$ cat src/rtl/dosel_pkg.sv
`default_nettype none
package dosel_pkg;
  // Terminal order inside the block
  localparam int NUM_TERM    = 4;
  localparam int TERM_OC     = 0;
  localparam int TERM_FAST   = 1;
  localparam int TERM_RELAY1 = 2;
  localparam int TERM_RELAY2 = 3;
  localparam int SEL_W       = 6;
  localparam int DLY_W       = 16;
  localparam int NUM_CODES   = 64;
  localparam int NUM_CARD    = 7;

  // Timing
  localparam int CLK_HZ            = 10_000_000;
  localparam int DELAY_RES_MS      = 1;
  localparam int INDEX_HOLD_MS     = 10;
  localparam int MS_CYCLES         = CLK_HZ / 1000 * DELAY_RES_MS;
  localparam int INDEX_HOLD_CYCLES = CLK_HZ / 1000 * INDEX_HOLD_MS;
  localparam logic [15:0] DELAY_MAX_MS = 16'hc350;

  // Register byte offsets
  localparam logic [7:0] ADDR_SEL    = 8'h00;
  localparam logic [7:0] ADDR_POL    = 8'h10;
  localparam logic [7:0] ADDR_FTYPE  = 8'h14;
  localparam logic [7:0] ADDR_STATUS = 8'h18;
  localparam logic [7:0] ADDR_DLY    = 8'h20;

  // Reset values
  localparam logic [5:0] SEL_RST [NUM_TERM] = '{6'h00, 6'h00, 6'h01, 6'h05};
  localparam logic [3:0]  POL_RST   = 4'h0;
  localparam logic        FTYPE_RST = 1'h0;
  localparam logic [15:0] DLY_RST   = 16'h0000;
  localparam logic [1:0]  RESP_OKAY   = 2'h0;
  localparam logic [1:0]  RESP_SLVERR = 2'h2;

  // Selection codes
  localparam int CODE_IDLE = 0;
  localparam int CODE_RUN = 1;
  localparam int CODE_FWD = 2;
  localparam int CODE_REV = 3;
  localparam int CODE_JOG = 4;
  localparam int CODE_FAULT = 5;
  localparam int CODE_FLD1 = 6;
  localparam int CODE_FLD2 = 7;
  localparam int CODE_FREACH = 8;
  localparam int CODE_ZERO = 9;
  localparam int CODE_UPPER = 10;
  localparam int CODE_LOWER = 11;
  localparam int CODE_READY = 12;
  localparam int CODE_PREEX = 13;
  localparam int CODE_OVL = 14;
  localparam int CODE_UNL = 15;
  localparam int CODE_STAGE = 16;
  localparam int CODE_CYCLE = 17;
  localparam int CODE_V_MB = 23;
  localparam int CODE_V_CAN = 24;
  localparam int CODE_V_ETH = 25;
  localparam int CODE_DCBUS = 26;
  localparam int CODE_INDEX = 27;
  localparam int CODE_SUPER = 28;
  localparam int CODE_STO = 29;
  localparam int CODE_POS = 30;
  localparam int CODE_SPZ = 31;
  localparam int CODE_SPDIV = 32;
  localparam int CODE_FLIM = 33;
  localparam int CODE_V_FB = 34;
  localparam int CODE_SWITCH = 36;
  localparam int CODE_ANYF = 37;
  localparam int CODE_CARD = 41;
  localparam int CODE_OH_A = 48;
  localparam int CODE_OH_B = 49;
  localparam int CODE_OH_AIO = 50;
  localparam int CODE_STOPPED = 51;
  localparam int CODE_DISC = 52;
  localparam int CODE_ROLL_SET = 53;
  localparam int CODE_ROLL_MAX = 54;
  localparam int CODE_ROLL_MIN = 55;
  localparam int CODE_FIRE = 56;
  localparam int CODE_RSV_HI = 57;
endpackage
`default_nettype wire

$ cat src/rtl/digital_output_function_select.sv
// Decided for this implementation: the AXI4-Lite slave port and the placing of the registers.
`default_nettype none
module digital_output_function_select #(
  parameter int unsigned MS_CYCLES         = dosel_pkg::MS_CYCLES,
  parameter int unsigned INDEX_HOLD_CYCLES = dosel_pkg::INDEX_HOLD_CYCLES
) (
  // Clock and reset
  input  wire logic        aclk,
  input  wire logic        aresetn,
  // Register bus
  input  wire logic [7:0]  awaddr,
  input  wire logic        awvalid,
  output logic             awready,
  input  wire logic [31:0] wdata,
  input  wire logic [3:0]  wstrb,
  input  wire logic        wvalid,
  output logic             wready,
  output logic [1:0]       bresp,
  output logic             bvalid,
  input  wire logic        bready,
  input  wire logic [7:0]  araddr,
  input  wire logic        arvalid,
  output logic             arready,
  output logic [31:0]      rdata,
  output logic [1:0]       rresp,
  output logic             rvalid,
  input  wire logic        rready,
  // Run state
  input  wire logic        drive_running,
  input  wire logic        freq_active,
  input  wire logic        dir_reverse,
  input  wire logic        jogging,
  input  wire logic        drive_fault,
  input  wire logic        freq_level_detect_one,
  input  wire logic        freq_level_detect_two,
  input  wire logic        freq_reached,
  input  wire logic        out_freq_zero,
  input  wire logic        ref_freq_zero,
  input  wire logic        at_upper_limit,
  input  wire logic        at_lower_limit,
  input  wire logic        main_power_ok,
  input  wire logic        ctrl_power_ok,
  input  wire logic        protection_active,
  input  wire logic        ready_to_run,
  input  wire logic        pre_exciting,
  input  wire logic        overload_prealarm,
  input  wire logic        underload_prealarm,
  input  wire logic        seq_stage_done,
  input  wire logic        seq_cycle_done,
  // Virtual fieldbus bits, one per terminal
  input  wire logic [3:0]  virt_modbus,
  input  wire logic [3:0]  virt_canopen,
  input  wire logic [3:0]  virt_ethernet,
  input  wire logic [3:0]  virt_fieldbus,
  // Motion and protection
  input  wire logic        dc_bus_ok,
  input  wire logic        enc_index,
  input  wire logic        pulse_superpos,
  input  wire logic        safe_torque_off,
  input  wire logic        positioning_done,
  input  wire logic        spindle_zero_done,
  input  wire logic        spindle_div_done,
  input  wire logic        freq_limited,
  input  wire logic        mode_switch_done,
  input  wire logic        ramp_above_detect,
  input  wire logic [6:0]  expansion_card_out,
  input  wire logic        overheat_card_a,
  input  wire logic        overheat_card_b,
  input  wire logic        overheat_analog_io_channel,
  input  wire logic        drive_stopped,
  input  wire logic        zero_speed,
  input  wire logic        tension_disconnect,
  input  wire logic        roll_set_reached,
  input  wire logic        roll_max_reached,
  input  wire logic        roll_min_reached,
  input  wire logic        fire_mode,
  // Pulse train from the pulse generator
  input  wire logic        pulse_train_in,
  // Terminals
  output logic             open_collector_output,
  output logic             fast_pulse_output,
  output logic             relay_output_one,
  output logic             relay_output_two
);

  localparam int NT = dosel_pkg::NUM_TERM;

  logic [5:0]  sel_ff [NT];
  logic [15:0] dly_on_ff [NT];
  logic [15:0] dly_off_ff [NT];
  logic [3:0]  pol_ff;
  logic        fast_type_ff;
  logic [7:0]  awaddr_ff;
  logic [31:0] wdata_ff;
  logic [3:0]  wstrb_ff;
  logic        aw_got_ff;
  logic        w_got_ff;
  logic [23:0] ms_cnt_ff;
  logic [23:0] z_cnt_ff;
  logic        ms_tick;
  logic        z_active;
  logic        wr_fire;
  logic [31:0] wr_cur;
  logic        wr_ok;
  logic [31:0] wr_val;
  logic [31:0] rd_val;
  logic        rd_ok;
  logic [63:0] common;
  logic [3:0]  routed;
  logic [3:0]  target;
  logic [3:0]  level;

  function automatic logic [31:0] merge(input logic [31:0] old,
                                        input logic [31:0] nd,
                                        input logic [3:0]  s);
    logic [31:0] r;
    r = old;
    for (int b = 0; b < 4; b++) begin
      if (s[b]) begin
        r[8*b +: 8] = nd[8*b +: 8];
      end
    end
    return r;
  endfunction

  function automatic logic [15:0] clamp_ms(input logic [31:0] v);
    logic [15:0] r;
    r = v[15:0];
    if (v > {16'h0000, dosel_pkg::DELAY_MAX_MS}) begin
      r = dosel_pkg::DELAY_MAX_MS;
    end
    return r;
  endfunction

  // Decoded register read, shared by the read channel and merges
  function automatic logic [32:0] reg_word(input logic [7:0] a);
    logic [32:0] r;
    r = {1'b1, 32'h0000_0000};
    if (a[7:4] == dosel_pkg::ADDR_SEL[7:4]) begin
      r[5:0] = sel_ff[a[3:2]];
    end else if (a[7:2] == dosel_pkg::ADDR_POL[7:2]) begin
      r[3:0] = pol_ff;
    end else if (a[7:2] == dosel_pkg::ADDR_FTYPE[7:2]) begin
      r[0] = fast_type_ff;
    end else if (a[7:2] == dosel_pkg::ADDR_STATUS[7:2]) begin
      r[7:0] = {level, target};
    end else if (a[7:5] == dosel_pkg::ADDR_DLY[7:5]) begin
      r[15:0] = a[2] ? dly_off_ff[a[4:3]] : dly_on_ff[a[4:3]];
    end else begin
      r[32] = 1'b0;
    end
    return r;
  endfunction

  // Write channel: address and data taken in either order
  assign awready = !aw_got_ff && !bvalid;
  assign wready  = !w_got_ff && !bvalid;
  assign wr_fire = aw_got_ff && w_got_ff && !bvalid;
  assign arready = !rvalid;

  always_comb begin
    {wr_ok, wr_cur} = reg_word(awaddr_ff);
    if (awaddr_ff[7:2] == dosel_pkg::ADDR_STATUS[7:2]) begin
      wr_ok = 1'b0;
    end
    wr_val = merge(wr_cur, wdata_ff, wstrb_ff);
    {rd_ok, rd_val} = reg_word(araddr);
  end

  always_ff @(posedge aclk) begin
    if (!aresetn) begin
      aw_got_ff <= 1'b0;
      w_got_ff  <= 1'b0;
      awaddr_ff <= 8'h00;
      wdata_ff  <= 32'h0000_0000;
      wstrb_ff  <= 4'h0;
      bvalid    <= 1'b0;
      bresp     <= dosel_pkg::RESP_OKAY;
    end else begin
      if (awvalid && awready) begin
        aw_got_ff <= 1'b1;
        awaddr_ff <= awaddr;
      end
      if (wvalid && wready) begin
        w_got_ff <= 1'b1;
        wdata_ff <= wdata;
        wstrb_ff <= wstrb;
      end
      if (wr_fire) begin
        aw_got_ff <= 1'b0;
        w_got_ff  <= 1'b0;
        bvalid    <= 1'b1;
        bresp     <= wr_ok ? dosel_pkg::RESP_OKAY : dosel_pkg::RESP_SLVERR;
      end else if (bvalid && bready) begin
        bvalid <= 1'b0;
      end
    end
  end

  always_ff @(posedge aclk) begin
    if (!aresetn) begin
      rvalid <= 1'b0;
      rdata  <= 32'h0000_0000;
      rresp  <= dosel_pkg::RESP_OKAY;
    end else if (arvalid && arready) begin
      rvalid <= 1'b1;
      rdata  <= rd_val;
      rresp  <= rd_ok ? dosel_pkg::RESP_OKAY : dosel_pkg::RESP_SLVERR;
    end else if (rvalid && rready) begin
      rvalid <= 1'b0;
    end
  end

  // Configuration registers
  always_ff @(posedge aclk) begin
    if (!aresetn) begin
      for (int i = 0; i < NT; i++) begin
        sel_ff[i]     <= dosel_pkg::SEL_RST[i];
        dly_on_ff[i]  <= dosel_pkg::DLY_RST;
        dly_off_ff[i] <= dosel_pkg::DLY_RST;
      end
      pol_ff       <= dosel_pkg::POL_RST;
      fast_type_ff <= dosel_pkg::FTYPE_RST;
    end else if (wr_fire && wr_ok) begin
      if (awaddr_ff[7:4] == dosel_pkg::ADDR_SEL[7:4]) begin
        sel_ff[awaddr_ff[3:2]] <= wr_val[5:0];
      end
      if (awaddr_ff[7:2] == dosel_pkg::ADDR_POL[7:2]) begin
        pol_ff <= wr_val[3:0];
      end
      if (awaddr_ff[7:2] == dosel_pkg::ADDR_FTYPE[7:2]) begin
        fast_type_ff <= wr_val[0];
      end
      if (awaddr_ff[7:5] == dosel_pkg::ADDR_DLY[7:5]) begin
        if (awaddr_ff[2]) begin
          dly_off_ff[awaddr_ff[4:3]] <= clamp_ms(wr_val);
        end else begin
          dly_on_ff[awaddr_ff[4:3]] <= clamp_ms(wr_val);
        end
      end
    end
  end

  assign ms_tick = (ms_cnt_ff == 24'(MS_CYCLES - 1));

  always_ff @(posedge aclk) begin
    if (!aresetn || ms_tick) begin
      ms_cnt_ff <= 24'h000000;
    end else begin
      ms_cnt_ff <= ms_cnt_ff + 24'h000001;
    end
  end

  // index pulse stretch, retriggers on a new index
  assign z_active = (z_cnt_ff != 24'h000000);

  always_ff @(posedge aclk) begin
    if (!aresetn) begin
      z_cnt_ff <= 24'h000000;
    end else if (enc_index) begin
      z_cnt_ff <= 24'(INDEX_HOLD_CYCLES);
    end else if (z_active) begin
      z_cnt_ff <= z_cnt_ff - 24'h000001;
    end
  end

  // Conditions shared by all terminals; reserved codes stay low
  always_comb begin
    // code zero and reserved codes are never set
    common = '0;
    common[dosel_pkg::CODE_RUN] = drive_running && freq_active;
    common[dosel_pkg::CODE_FWD] = drive_running && freq_active
                                  && !dir_reverse;
    common[dosel_pkg::CODE_REV] = drive_running && freq_active
                                  && dir_reverse;
    common[dosel_pkg::CODE_JOG] = drive_running && freq_active && jogging;
    common[dosel_pkg::CODE_FAULT] = drive_fault;
    common[dosel_pkg::CODE_FLD1]   = freq_level_detect_one;
    common[dosel_pkg::CODE_FLD2]   = freq_level_detect_two;
    common[dosel_pkg::CODE_FREACH] = freq_reached;
    common[dosel_pkg::CODE_ZERO] = out_freq_zero && ref_freq_zero;
    common[dosel_pkg::CODE_UPPER] = at_upper_limit;
    common[dosel_pkg::CODE_LOWER] = at_lower_limit;
    common[dosel_pkg::CODE_READY] = main_power_ok && ctrl_power_ok
                                    && !protection_active && ready_to_run;
    common[dosel_pkg::CODE_PREEX] = pre_exciting;
    common[dosel_pkg::CODE_OVL] = overload_prealarm;
    common[dosel_pkg::CODE_UNL] = underload_prealarm;
    common[dosel_pkg::CODE_STAGE] = seq_stage_done;
    common[dosel_pkg::CODE_CYCLE] = seq_cycle_done;
    common[dosel_pkg::CODE_DCBUS] = dc_bus_ok;
    common[dosel_pkg::CODE_INDEX] = z_active;
    common[dosel_pkg::CODE_SUPER] = pulse_superpos;
    common[dosel_pkg::CODE_STO] = safe_torque_off;
    common[dosel_pkg::CODE_POS]   = positioning_done;
    common[dosel_pkg::CODE_SPZ]   = spindle_zero_done;
    common[dosel_pkg::CODE_SPDIV] = spindle_div_done;
    common[dosel_pkg::CODE_FLIM]   = freq_limited;
    common[dosel_pkg::CODE_SWITCH] = mode_switch_done;
    common[dosel_pkg::CODE_ANYF] = ramp_above_detect;
    for (int k = 0; k < dosel_pkg::NUM_CARD; k++) begin
      common[dosel_pkg::CODE_CARD + k] = expansion_card_out[k];
    end
    common[dosel_pkg::CODE_OH_A]   = overheat_card_a;
    common[dosel_pkg::CODE_OH_B]   = overheat_card_b;
    common[dosel_pkg::CODE_OH_AIO] = overheat_analog_io_channel;
    common[dosel_pkg::CODE_STOPPED] = drive_stopped || zero_speed;
    common[dosel_pkg::CODE_DISC]     = tension_disconnect;
    common[dosel_pkg::CODE_ROLL_SET] = roll_set_reached && drive_running;
    common[dosel_pkg::CODE_ROLL_MAX] = roll_max_reached && drive_running;
    common[dosel_pkg::CODE_ROLL_MIN] = roll_min_reached && drive_running;
    common[dosel_pkg::CODE_FIRE]     = fire_mode;
  end

  // One routing and delay slice per terminal
  for (genvar t = 0; t < NT; t++) begin : g_term
    logic [63:0] cond;
    logic [15:0] cnt_ff;
    logic        lvl_ff;
    logic [15:0] dly;

    always_comb begin
      cond = common;
      cond[dosel_pkg::CODE_V_MB]  = virt_modbus[t];
      cond[dosel_pkg::CODE_V_CAN] = virt_canopen[t];
      cond[dosel_pkg::CODE_V_ETH] = virt_ethernet[t];
      cond[dosel_pkg::CODE_V_FB]  = virt_fieldbus[t];
    end

    // each terminal selects on its own
    assign routed[t] = cond[sel_ff[t]];
    assign target[t] = routed[t] ^ pol_ff[t];
    assign dly       = target[t] ? dly_on_ff[t] : dly_off_ff[t];
    assign level[t]  = lvl_ff;

    // a change must persist for the whole delay
    always_ff @(posedge aclk) begin
      if (!aresetn) begin
        cnt_ff <= 16'h0000;
        lvl_ff <= 1'b0;
      end else if (target[t] == lvl_ff) begin
        cnt_ff <= 16'h0000;
      end else if (cnt_ff >= dly) begin
        cnt_ff <= 16'h0000;
        lvl_ff <= target[t];
      end else if (ms_tick) begin
        cnt_ff <= cnt_ff + 16'h0001;
      end
    end

  end

  // Pins; the fast terminal may carry the pulse train instead
  always_ff @(posedge aclk) begin
    if (!aresetn) begin
      open_collector_output <= 1'b0;
      fast_pulse_output     <= 1'b0;
      relay_output_one      <= 1'b0;
      relay_output_two      <= 1'b0;
    end else begin
      open_collector_output <= level[dosel_pkg::TERM_OC];
      fast_pulse_output <= fast_type_ff ? level[dosel_pkg::TERM_FAST]
                                        : pulse_train_in;
      relay_output_one <= level[dosel_pkg::TERM_RELAY1];
      relay_output_two <= level[dosel_pkg::TERM_RELAY2];
    end
  end
endmodule
`default_nettype wire

$ cat config.mk
export PLATFORM = sky130hd
export DESIGN_NAME = digital_output_function_select
export DESIGN_NICKNAME = d
export VERILOG_FILES = /design/src/rtl/dosel_pkg.sv /design/src/rtl/digital_output_function_select.sv
export SDC_FILE = /design/constraint.sdc
export NUM_CORES = 1
export LEC_CHECK = 0
export BUFFER_PORTS_ARGS = -buffer_cell sky130_fd_sc_hd__buf_4
export CAP_MARGIN = 20
export CORE_MARGIN = 4
export CORE_UTILIZATION = 61
export CTS_CLUSTER_SIZE = 20
export DETAILED_ROUTE_END_ITERATION = 8
export GPL_TIMING_DRIVEN = 0
export PLACE_DENSITY = 0.89
export SYNTH_ARGS = -nofsm -noshare
export SYNTH_HDL_FRONTEND = slang
export SYNTH_SLANG_ARGS = --single-unit
$ cat constraint.sdc
create_clock -name aclk -period 6.61 [get_ports aclk]
set_clock_uncertainty 0.2 [all_clocks]
set_input_delay 0 -clock aclk [delete_from_list [all_inputs] [get_ports aclk]]
set_output_delay 0 -clock aclk [all_outputs]
set_load 0.02 [all_outputs]
==> run summary, run 1 <==
Once routing completed, OpenROAD measured the worst setup slack at 0.0572 ns. The level count of the clock H-tree came out at 2. Of the total synthesized cell area, the portion taken by XOR and XNOR cells is 0.0476. The worst hold-check path type is input port to register.

For this design, the slowest cell found on the critical path is sky130_fd_sc_hd__a2111oi_1. Summing internal, switching and leakage power gives 5.52 mW. The share of the clock period used by the worst path is 0.991. The floorplan step set the die height to 191 µm. The initial antenna violation count was 2. By area the synthesized netlist is led by sky130_fd_sc_hd__edfxtp_1 (22%), sky130_fd_sc_hd__dfxtp_1 (19%), sky130_fd_sc_hd__mux4_2 (10%), sky130_fd_sc_hd__nor2_1 (5.5%), sky130_fd_sc_hd__mux2i_1 (5.3%).

After synthesis, the largest family of logic cells by area is simple AND/OR/NAND/NOR gates. The total wire length is 72.5 mm. The half-perimeter wire length after detailed placement came out at 50.8 mm. The share of the Yosys chip area taken by registers is 0.412. The worst slack after detailed placement came out at 0.149 ns. In this run the tightest slew margin relative to its limit is 0.190. The met3 usage in global routing came out at 0.116. Dividing the synthesized area by the synthesized cell count gives 10.1 µm².

Of all cell types, the one taking the most synthesized area is sky130_fd_sc_hd__edfxtp_1. The adder-cell share of the synthesized area is 0.0435. The highest clock rate is 0.153 GHz. The routed layout has 18869 vias. The core region is 32800 µm². The via count of the first global-routing pass is 18574. The maximum number of pins on one net before global-route repair came out at 17. Clock-pin slew was measured on the worst setup and hold paths at 0.07 ns. Yosys printed 0 warnings. The share of layout cells above drive strength 1 is 0.191. The wire length per cell after detailed routing came out at 26.2 µm.

The met2 track demand over resource in global routing came out at 0.600. The worst hold margin is 0.0219 ns. The dominant cell by count in the synthesized netlist is sky130_fd_sc_hd__nor2_1. The count of input and output buffers came out at 144.

TritonCTS built the clock tree. The clock latency of the later-clocked register in the worst-skew pair came out at 0.56 ns. The cell that appears most often on the critical path is sky130_fd_sc_hd__buf_2. The leftover overflow at the end of global routing is 0.

The count of placed standard cells including taps came out at 2625. Clock tree synthesis selected as its root buffer the cell sky130_fd_sc_hd__clkbuf_16. STA classifies the critical path endpoint as a register. The number of filler cells placed in the layout is 2199.

The setup path with the least slack is of type register to register. The analysis attributes to cell leakage a power of 9.13 nW. The final-report hold violation count came out at 0. The routability-driven placement congestion ratio is 1.05. In this run the most used layer during global routing was met2. The async set or reset register ratio after synthesis is 0. The I/O pin count came out at 169. The startpoint type of the worst setup path is a register. After detailed routing, the number of vias per cell comes to 6.83. After synthesis the netlist holds a flip-flop and latch count of 344. The data required time at the worst endpoint came out at 6.88 ns. After synthesis the cells add up to 20400 µm². The compound-gate portion of the synthesized area is 0.0900.

Across the VDD grid, the largest voltage drop is 0.283 mV. Synthesis instantiated 83 different standard cells from the library. In this run the worst path has a maximum fanout of 10.

The largest incremental delay on the critical path came out at 0.81 ns. The dominant delay contributor by cell family on the critical path is compound AO/OA/AOI/OAI gates. The die extent in x is 191 µm. The wire length of the first global-routing pass is 108 mm. The run finished, with violations left. The number of design rule violations left after detail routing is 8. The starting DRC count in detailed routing came out at 2798.

Counting every instance in the synthesized netlist gives 2020. The predominant post-synthesis flop cell is sky130_fd_sc_hd__dfxtp_1. The sum of negative setup slack is 0 ns. The total setup violations reported at the end of the flow came out at 0. The floorplan has 66 rows. Setup repair after global routing left no endpoint under its margin. Dividing total power by cell area gives a power density of 229 nW/µm². Traced cell by cell, the critical path runs through buf_2 > buf_2 > mux4_2 > a2111oi_1 > o41ai_2 > xnor2_2 > buf_2 > buf_2 > mux2i_1 > ha_1 > a21o_1 > a21oi_1 > nand2_1 > a31o_2 > a211oi_1 > nand3_1 > clkbuf_1 > nor2_1. Max-cap violations in this run came to 0. Compared with the post-synthesis result, the final layout area differs by 18.2%. For the pin with the worst max-slew slack, the measured transition is 1.21 ns. The commonest cells after synthesis are sky130_fd_sc_hd__nor2_1 (298), sky130_fd_sc_hd__dfxtp_1 (192), sky130_fd_sc_hd__nand2_1 (171).

The die covers 36500 µm². The data arrival time of the critical path is 6.82 ns. The clock period minus worst slack is 6.55 ns. The tree built by TritonCTS fans out to 344 sinks.

The multiplexer share of the synthesized area is 0.169. The initial core utilization came out at 0.623. The number of nets with antenna violations after routing came out at 0. The clock tree buffer depth came out at 3. The final layout contains 2486 nets. The total buffers and inverters traversed by the critical path is 5.

The checks that failed: design-rule violations. The final non-filler cell total came out at 2764. For met1 alone, demand over resource in global routing was 0.484.

The number of enable-type register cells in the synthesized netlist came out at 152. The total CTS buffers came out at 37. The number of pins with negative max-slew slack in the final report was 0. The total iterations of the first detailed-routing run came out at 9.

The area share of the largest cell type after synthesis came out at 0.224. Of the total synthesized cell area, the portion taken by AND, OR, NAND and NOR gates is 0.196. Across every metal layer, demand over resource in global routing totals 0.388.
flip-flops by register name, indices dropped and copies added (netlist names), 4 cells and up, named ones only:
| register | count |
|---|---|
| dly_off_ff | 64 |
| dly_on_ff | 64 |
| g_term.cnt_ff | 64 |
| wdata_ff | 32 |
| ms_cnt_ff | 24 |
| sel_ff | 24 |
| z_cnt_ff | 24 |
| rdata | 16 |
| awaddr_ff | 6 |
| g_term.lvl_ff | 4 |
| pol_ff | 4 |
| wstrb_ff | 4 |
routing by layer:
metal  vias to the layer above  share of wire
met1                      8885           0.34
met5                         -              0
met2                      1666           0.44
li1                       7902              -
met4                         0          0.075
met3                       416           0.14
worst paths after layout:
kind	to	startpoint	cells past startpoint	slack (ns)
setup / recovery	g_term[0].cnt_ff[10]	sel_ff[0][0]	18	0.06
hold / removal	register	awvalid	5	0.02
setup reg to reg	g_term[0].cnt_ff[10]	sel_ff[0][0]	18	0.06
hold reg to reg	ms_cnt_ff[0]	ms_cnt_ff[0]	1	0.25
layout make-up:
type / count / area [µm²] / share of cell area
multi-input combinational: 1500 / 11200 / 0.466
sequential: 344 / 8410 / 0.348
timing repair buffer: 215 / 1800 / 0.0744
clock buffer: 50 / 1020 / 0.0421
buffer: 153 / 707 / 0.0293
tap: 442 / 553 / 0.0229
clock inverter: 18 / 251 / 0.0104
inverter: 40 / 150 / 0.00622
antenna: 2 / 5.00 / 0.000207
per-stage QoR:
step                area (µm²)  utilization
floorplan                20500            -
global placement         22100        0.675
detailed placement       22100        0.675
CTS                      24100        0.735
global route             24100        0.736
finish                   24100        0.736
tightest hold or removal path, delay by kind of cell:
family | cells | cell delay [ns]
and+or+nand+nor | 2 | 0.19
muxes | 1 | 0.20
buffers and inverters | 2 | 0.34
power by group:
| group | total (mW) | internal [mW] | leakage (nW) | switching, mW |
|---|---|---|---|---|
| clock network | 2.21 | 1.29 | 0.611 | 0.914 |
| logic | 0.958 | 0.369 | 5.40 | 0.589 |
| registers | 2.36 | 2.29 | 3.12 | 0.0705 |
| total | 5.52 | 3.95 | 9.13 | 1.57 |
repair_timing:
action / CTS / global route
resized for setup: 0 / 11
setup buffers: 0 / 0
endpoints found under the setup margin: 0 / 40
hold buffers: 67 / 0
endpoints found under the hold margin: 81 / 0
placed cells by master (no fill, tap or decap), types with 41 or more instances in the layout:
cell type,count
sky130_fd_sc_hd__a21oi_1,77
sky130_fd_sc_hd__buf_4,168
sky130_fd_sc_hd__clkbuf_1,94
sky130_fd_sc_hd__dfxtp_1,192
sky130_fd_sc_hd__dlygate4sd3_1,67
sky130_fd_sc_hd__edfxtp_1,152
sky130_fd_sc_hd__ha_1,71
sky130_fd_sc_hd__mux2i_1,109
sky130_fd_sc_hd__mux4_2,93
sky130_fd_sc_hd__nand2_1,171
sky130_fd_sc_hd__nand3_1,41
sky130_fd_sc_hd__nor2_1,298
sky130_fd_sc_hd__nor3_1,58
sky130_fd_sc_hd__nor3_2,50
sky130_fd_sc_hd__o21ai_0,42
sky130_fd_sc_hd__xnor2_1,67
sky130_fd_sc_hd__xor2_1,42
kinds of logic (layout without fill, tap and decap cells):
family / Yosys count / in the layout
other cells: 1 / 20
compound gates: 273 / 273
flops: 344 / 344
xor+xnor: 110 / 110
simple gates: 802 / 802
fa+ha+maj: 71 / 71
mux: 226 / 226
buf+inv: 193 / 476
Power figures use the tool's default switching activity.
==> run 2, diff against run 1 <==
Settings changed: CORE_UTILIZATION 61 to 45, PLACE_DENSITY 0.89 to 0.71, SLEW_MARGIN from default to 20.
Clock period 6.61 ns to 6.3 ns, I/O delays scaled along.
==> run 2 against run 1 <==
  * The run now ends clean
  * Clock power increased by 5%
  * Cell count rose by 5.9%
  * Worst hold slack improved by 0.00091 ns
  * Die area rose by 34%
  * Maximum frequency rose by 5.9%
  * Power grew 4.5%
  * Critical path depth rose by 1
  * Combinational power grew 4.1%
  * First-iteration DRC count decreased by 26%
  * Routed wire length down 0.53%
==> run summary, run 2 (synthesis results as in run 1) <==
The die extent in x is 221 µm (was 191 µm). The cell at the slowest stage of the critical path is sky130_fd_sc_hd__edfxtp_1 (was sky130_fd_sc_hd__a2111oi_1). The share of layout cells above drive strength 1 came out at 0.196 (was 0.191). The startpoint type of the worst setup path is a register (unchanged). Commonest non-fill, non-tap cells in the layout: sky130_fd_sc_hd__nor2_1 (297), sky130_fd_sc_hd__dfxtp_1 (192), sky130_fd_sc_hd__buf_4 (171), sky130_fd_sc_hd__nand2_1 (171), sky130_fd_sc_hd__edfxtp_1 (152) (was sky130_fd_sc_hd__nor2_1 (298), sky130_fd_sc_hd__dfxtp_1 (192), sky130_fd_sc_hd__nand2_1 (171), sky130_fd_sc_hd__buf_4 (168), sky130_fd_sc_hd__edfxtp_1 (152)). The I/O pin count is 169 (unchanged). The power per cell area came to 236 nW/µm² (was 229 nW/µm²).

The number of cells on the worst hold path came out at 5 (unchanged). The area growth from synthesis to layout is 20.1% (was 18.2%). The wire length the detailed router placed on met1 came to 28.3 mm (was 24.8 mm). Critical-path cell list: buf_4 > buf_2 > nand2_1 > mux4_2 > a21oi_1 > a32oi_1 > xnor2_1 > buf_4 > buf_4 > mux2i_1 > ha_1 > a21o_1 > a211oi_1 > o21bai_1 > a31o_2 > a211oi_1 > nand3_2 > clkbuf_2 > nor2_1 (was buf_2 > buf_2 > mux4_2 > a2111oi_1 > o41ai_2 > xnor2_2 > buf_2 > buf_2 > mux2i_1 > ha_1 > a21o_1 > a21oi_1 > nand2_1 > a31o_2 > a211oi_1 > nand3_1 > clkbuf_1 > nor2_1). The share of the clock period used by the worst path came to 0.982 (was 0.991). The area of combinational cells with multiple inputs is 11300 µm² (was 11200 µm²). The number of pins with negative max-slew slack in the final report is 0 (unchanged). Outcome: finished, final reports clean (was complete, but fails checks). The largest incremental delay on the critical path came out at 0.58 ns (was 0.81 ns). The wire length of the first global-routing pass is 107 mm (was 108 mm). The routed wire length on met3 came to 8.10 mm (was 10.4 mm).

The data arrival time of the critical path is 6.51 ns (was 6.82 ns). The biggest fanout along the worst timing path was 10 (unchanged). The highest clock rate came out at 0.162 GHz (was 0.153 GHz).

The number of filler cells placed in the layout is 3882 (was 2199). The initial core utilization is 0.459 (was 0.623). The most common library cell in the layout ignoring fill and taps is sky130_fd_sc_hd__nor2_1 (unchanged).

The maximum number of pins on one net before global-route repair is 20 (was 17). The final-report hold violation count came out at 0 (unchanged). The clock latency of the later-clocked register in the worst-skew pair is 0.59 ns (was 0.56 ns). The clock root buffer is sky130_fd_sc_hd__clkbuf_16 (unchanged). The buffers inserted during post-CTS setup optimization is 0 (unchanged). The global-route usage over all layers came out at 0.282 (was 0.388). The number of nets with antenna violations after routing came out at 0 (unchanged).

The total CTS buffers came to 40 (was 37). The wire length per cell after detailed routing came to 24.6 µm (was 26.2 µm). Unrepaired setup endpoints after global routing: no (unchanged). The clock period minus worst slack came out at 6.19 ns (was 6.55 ns).

The core region area was 44500 µm² (was 32800 µm²). The routed wire length on met2 came out at 31.8 mm (about the same). The area used by sequential logic in the layout came out at 8410 µm² (unchanged). The final cell utilization of the core came out at 0.551 (was 0.736). The total wire length is 72.1 mm (was 72.5 mm). The cell with the most instances on the worst path was sky130_fd_sc_hd__buf_4 (was sky130_fd_sc_hd__buf_2).

The count of input and output buffers is 144 (unchanged). The net total in the final layout came out at 2498 (was 2486). The launching point of the worst reg2reg path is sel_ff[3][0] (was sel_ff[0][0]). The number of maximum-capacitance violations is 0 (unchanged). The initial antenna violation count was 3 (was 2). The number of design rule violations left after detail routing was 0 (was 8). The total iterations of the first detailed-routing run is 6 (was 9). The relative slew slack is 0.214 (was 0.190).

The total die area came out at 48800 µm² (was 36500 µm²). The kind of critical path was register to register (unchanged). The via count of the first global-routing pass is 17588 (was 18574). The level count of the clock H-tree came out at 2 (unchanged).

For hold timing, the worst endpoint is wdata_ff[23]. The final total power is 5.77 mW (was 5.52 mW). The leakage power of the design was 9.17 nW (was 9.13 nW). The depth of the worst register-to-register path came out at 19 (was 18). The clock slew seen by the registers of the worst setup and hold paths is 0.06 ns (was 0.07 ns).

The clock tree buffer depth came to 3 (unchanged). The source of the worst hold timing path is wvalid (was awvalid). The largest vdd supply drop is 0.194 mV (was 0.283 mV). The post-layout instance area is 24500 µm² (was 24100 µm²). The capturing element type of the critical path is a register (unchanged). The total setup violations reported at the end of the flow is 0 (unchanged). The worst-case register-to-register setup slack is 0.11 ns (was 0.06 ns). The die outline height was 221 µm (was 191 µm). The starting DRC count in detailed routing came out at 2080 (was 2798). Largest registers: dly_off_ff: 64 flops, dly_on_ff: 64 flops, g_term.cnt_ff: 64 flops (unchanged). The leftover overflow at the end of global routing is 0 (unchanged). The worst hold-check path type is input port to register (unchanged).

The total number of vias came out at 18094 (was 18869). The destination of the worst register-to-register timing path is g_term[3].cnt_ff[14] (was g_term[0].cnt_ff[10]). The row count is 77 (was 66). The sum of negative setup slack came out at 0 ns (unchanged). The per-cell via count in the routed design came to 6.18 (was 6.83). The routability-driven placement congestion ratio is 0.994 (was 1.05). The data required time at the worst endpoint came out at 6.62 ns (was 6.88 ns). The number of clock sinks is 344 (unchanged). The half-perimeter wire length after detailed placement is 53.3 mm (was 50.8 mm).

The TritonCTS clock tree was done (unchanged). The transition time at the pin with the least slew margin is 1.17 ns (was 1.21 ns). The placed cell area was 22300 µm² (was 22100 µm²). The uppermost layer routed was met4 (unchanged).
## run 2: cell count changes in the layout (fill, tap and decap cells not counted), moves of 3 or more
cell                            delta
sky130_fd_sc_hd__dlygate4sd3_1    +14
sky130_fd_sc_hd__clkbuf_1          -7
sky130_fd_sc_hd__buf_2             -6
sky130_fd_sc_hd__clkinv_2          +5
sky130_fd_sc_hd__clkbuf_2          +4
sky130_fd_sc_hd__buf_4             +3
sky130_fd_sc_hd__bufinv_16         -3
sky130_fd_sc_hd__clkbuf_8          +3
sky130_fd_sc_hd__inv_4             -3
sky130_fd_sc_hd__mux2i_1           -3
sky130_fd_sc_hd__mux2i_2           +3
## run 2: final cells by class
type | count | share of cell area
multi-input cells | 1500 | 0.461
flip-flops and latches | 344 | 0.343
repair buffers | 225 | 0.0772
clock buffers | 51 | 0.0446
well taps | 592 | 0.0302
plain buffers | 152 | 0.0294
clock inverters | 20 | 0.00837
inverters | 40 | 0.00612
diodes | 4 | 0.000408
## run 2: repair_timing
action                                 in CTS  in global routing
setup endpoints to repair                  31                 47
cloned                                      0                  0
gates resized for setup                     4                 24
endpoints found under the hold margin      89                  0
hold buffers                               81                  0
## run 2: worst max-delay path, delay by kind of cell (launching register included)
kind                       cells  cell delay [ns]
AOI/OAI and AO/OA              7             1.59
muxes                          2             0.93
xor gates and xnor gates       1             0.35
and+or+nand+nor                3             0.49
DFF                            1             0.58
buffers and inverters          5             1.63
adders and majority gates      1             0.32
## run 2: routing by layer
layer  up-vias  track usage
li1       7931            -
met1      8782        0.371
met2      1145        0.436
met3       236       0.0730
met4         0        0.134
met5         -            0
## run 2: through the flow
step,setup slack (ns),instances,hold WS [ns]
global placement,-0.228,2773,-0.0124
CTS,0.0240,2924,0.00169
global route,0.0186,2926,0.0578
finish,0.110,2928,0.0228
detailed placement,-0.124,2773,-0.00382
floorplan,1.43,2037,-0.0999
## run 2: how the worst max path moves through the flow
stage / slack [ns] / cells past startpoint / to / startpoint
2_1_floorplan: 1.43 / 19 / g_term[0].cnt_ff[10] / sel_ff[0][0]
3_3_place_gp: -0.23 / 20 / g_term[0].cnt_ff[6] / sel_ff[0][1]
3_5_place_dp: -0.12 / 20 / g_term[0].cnt_ff[9] / sel_ff[0][1]
4_1_cts: 0.02 / 19 / g_term[3].cnt_ff[14] / sel_ff[3][0]
5_1_grt: 0.02 / 19 / g_term[3].cnt_ff[14] / sel_ff[3][0]
6_report: 0.11 / 19 / g_term[3].cnt_ff[14] / sel_ff[3][0]
## run 2: power by group
group	internal [mW]	switching, mW
Sequential	2.40	0.0712
Combinational	0.393	0.603
Clock	1.32	0.982
Total	4.12	1.66
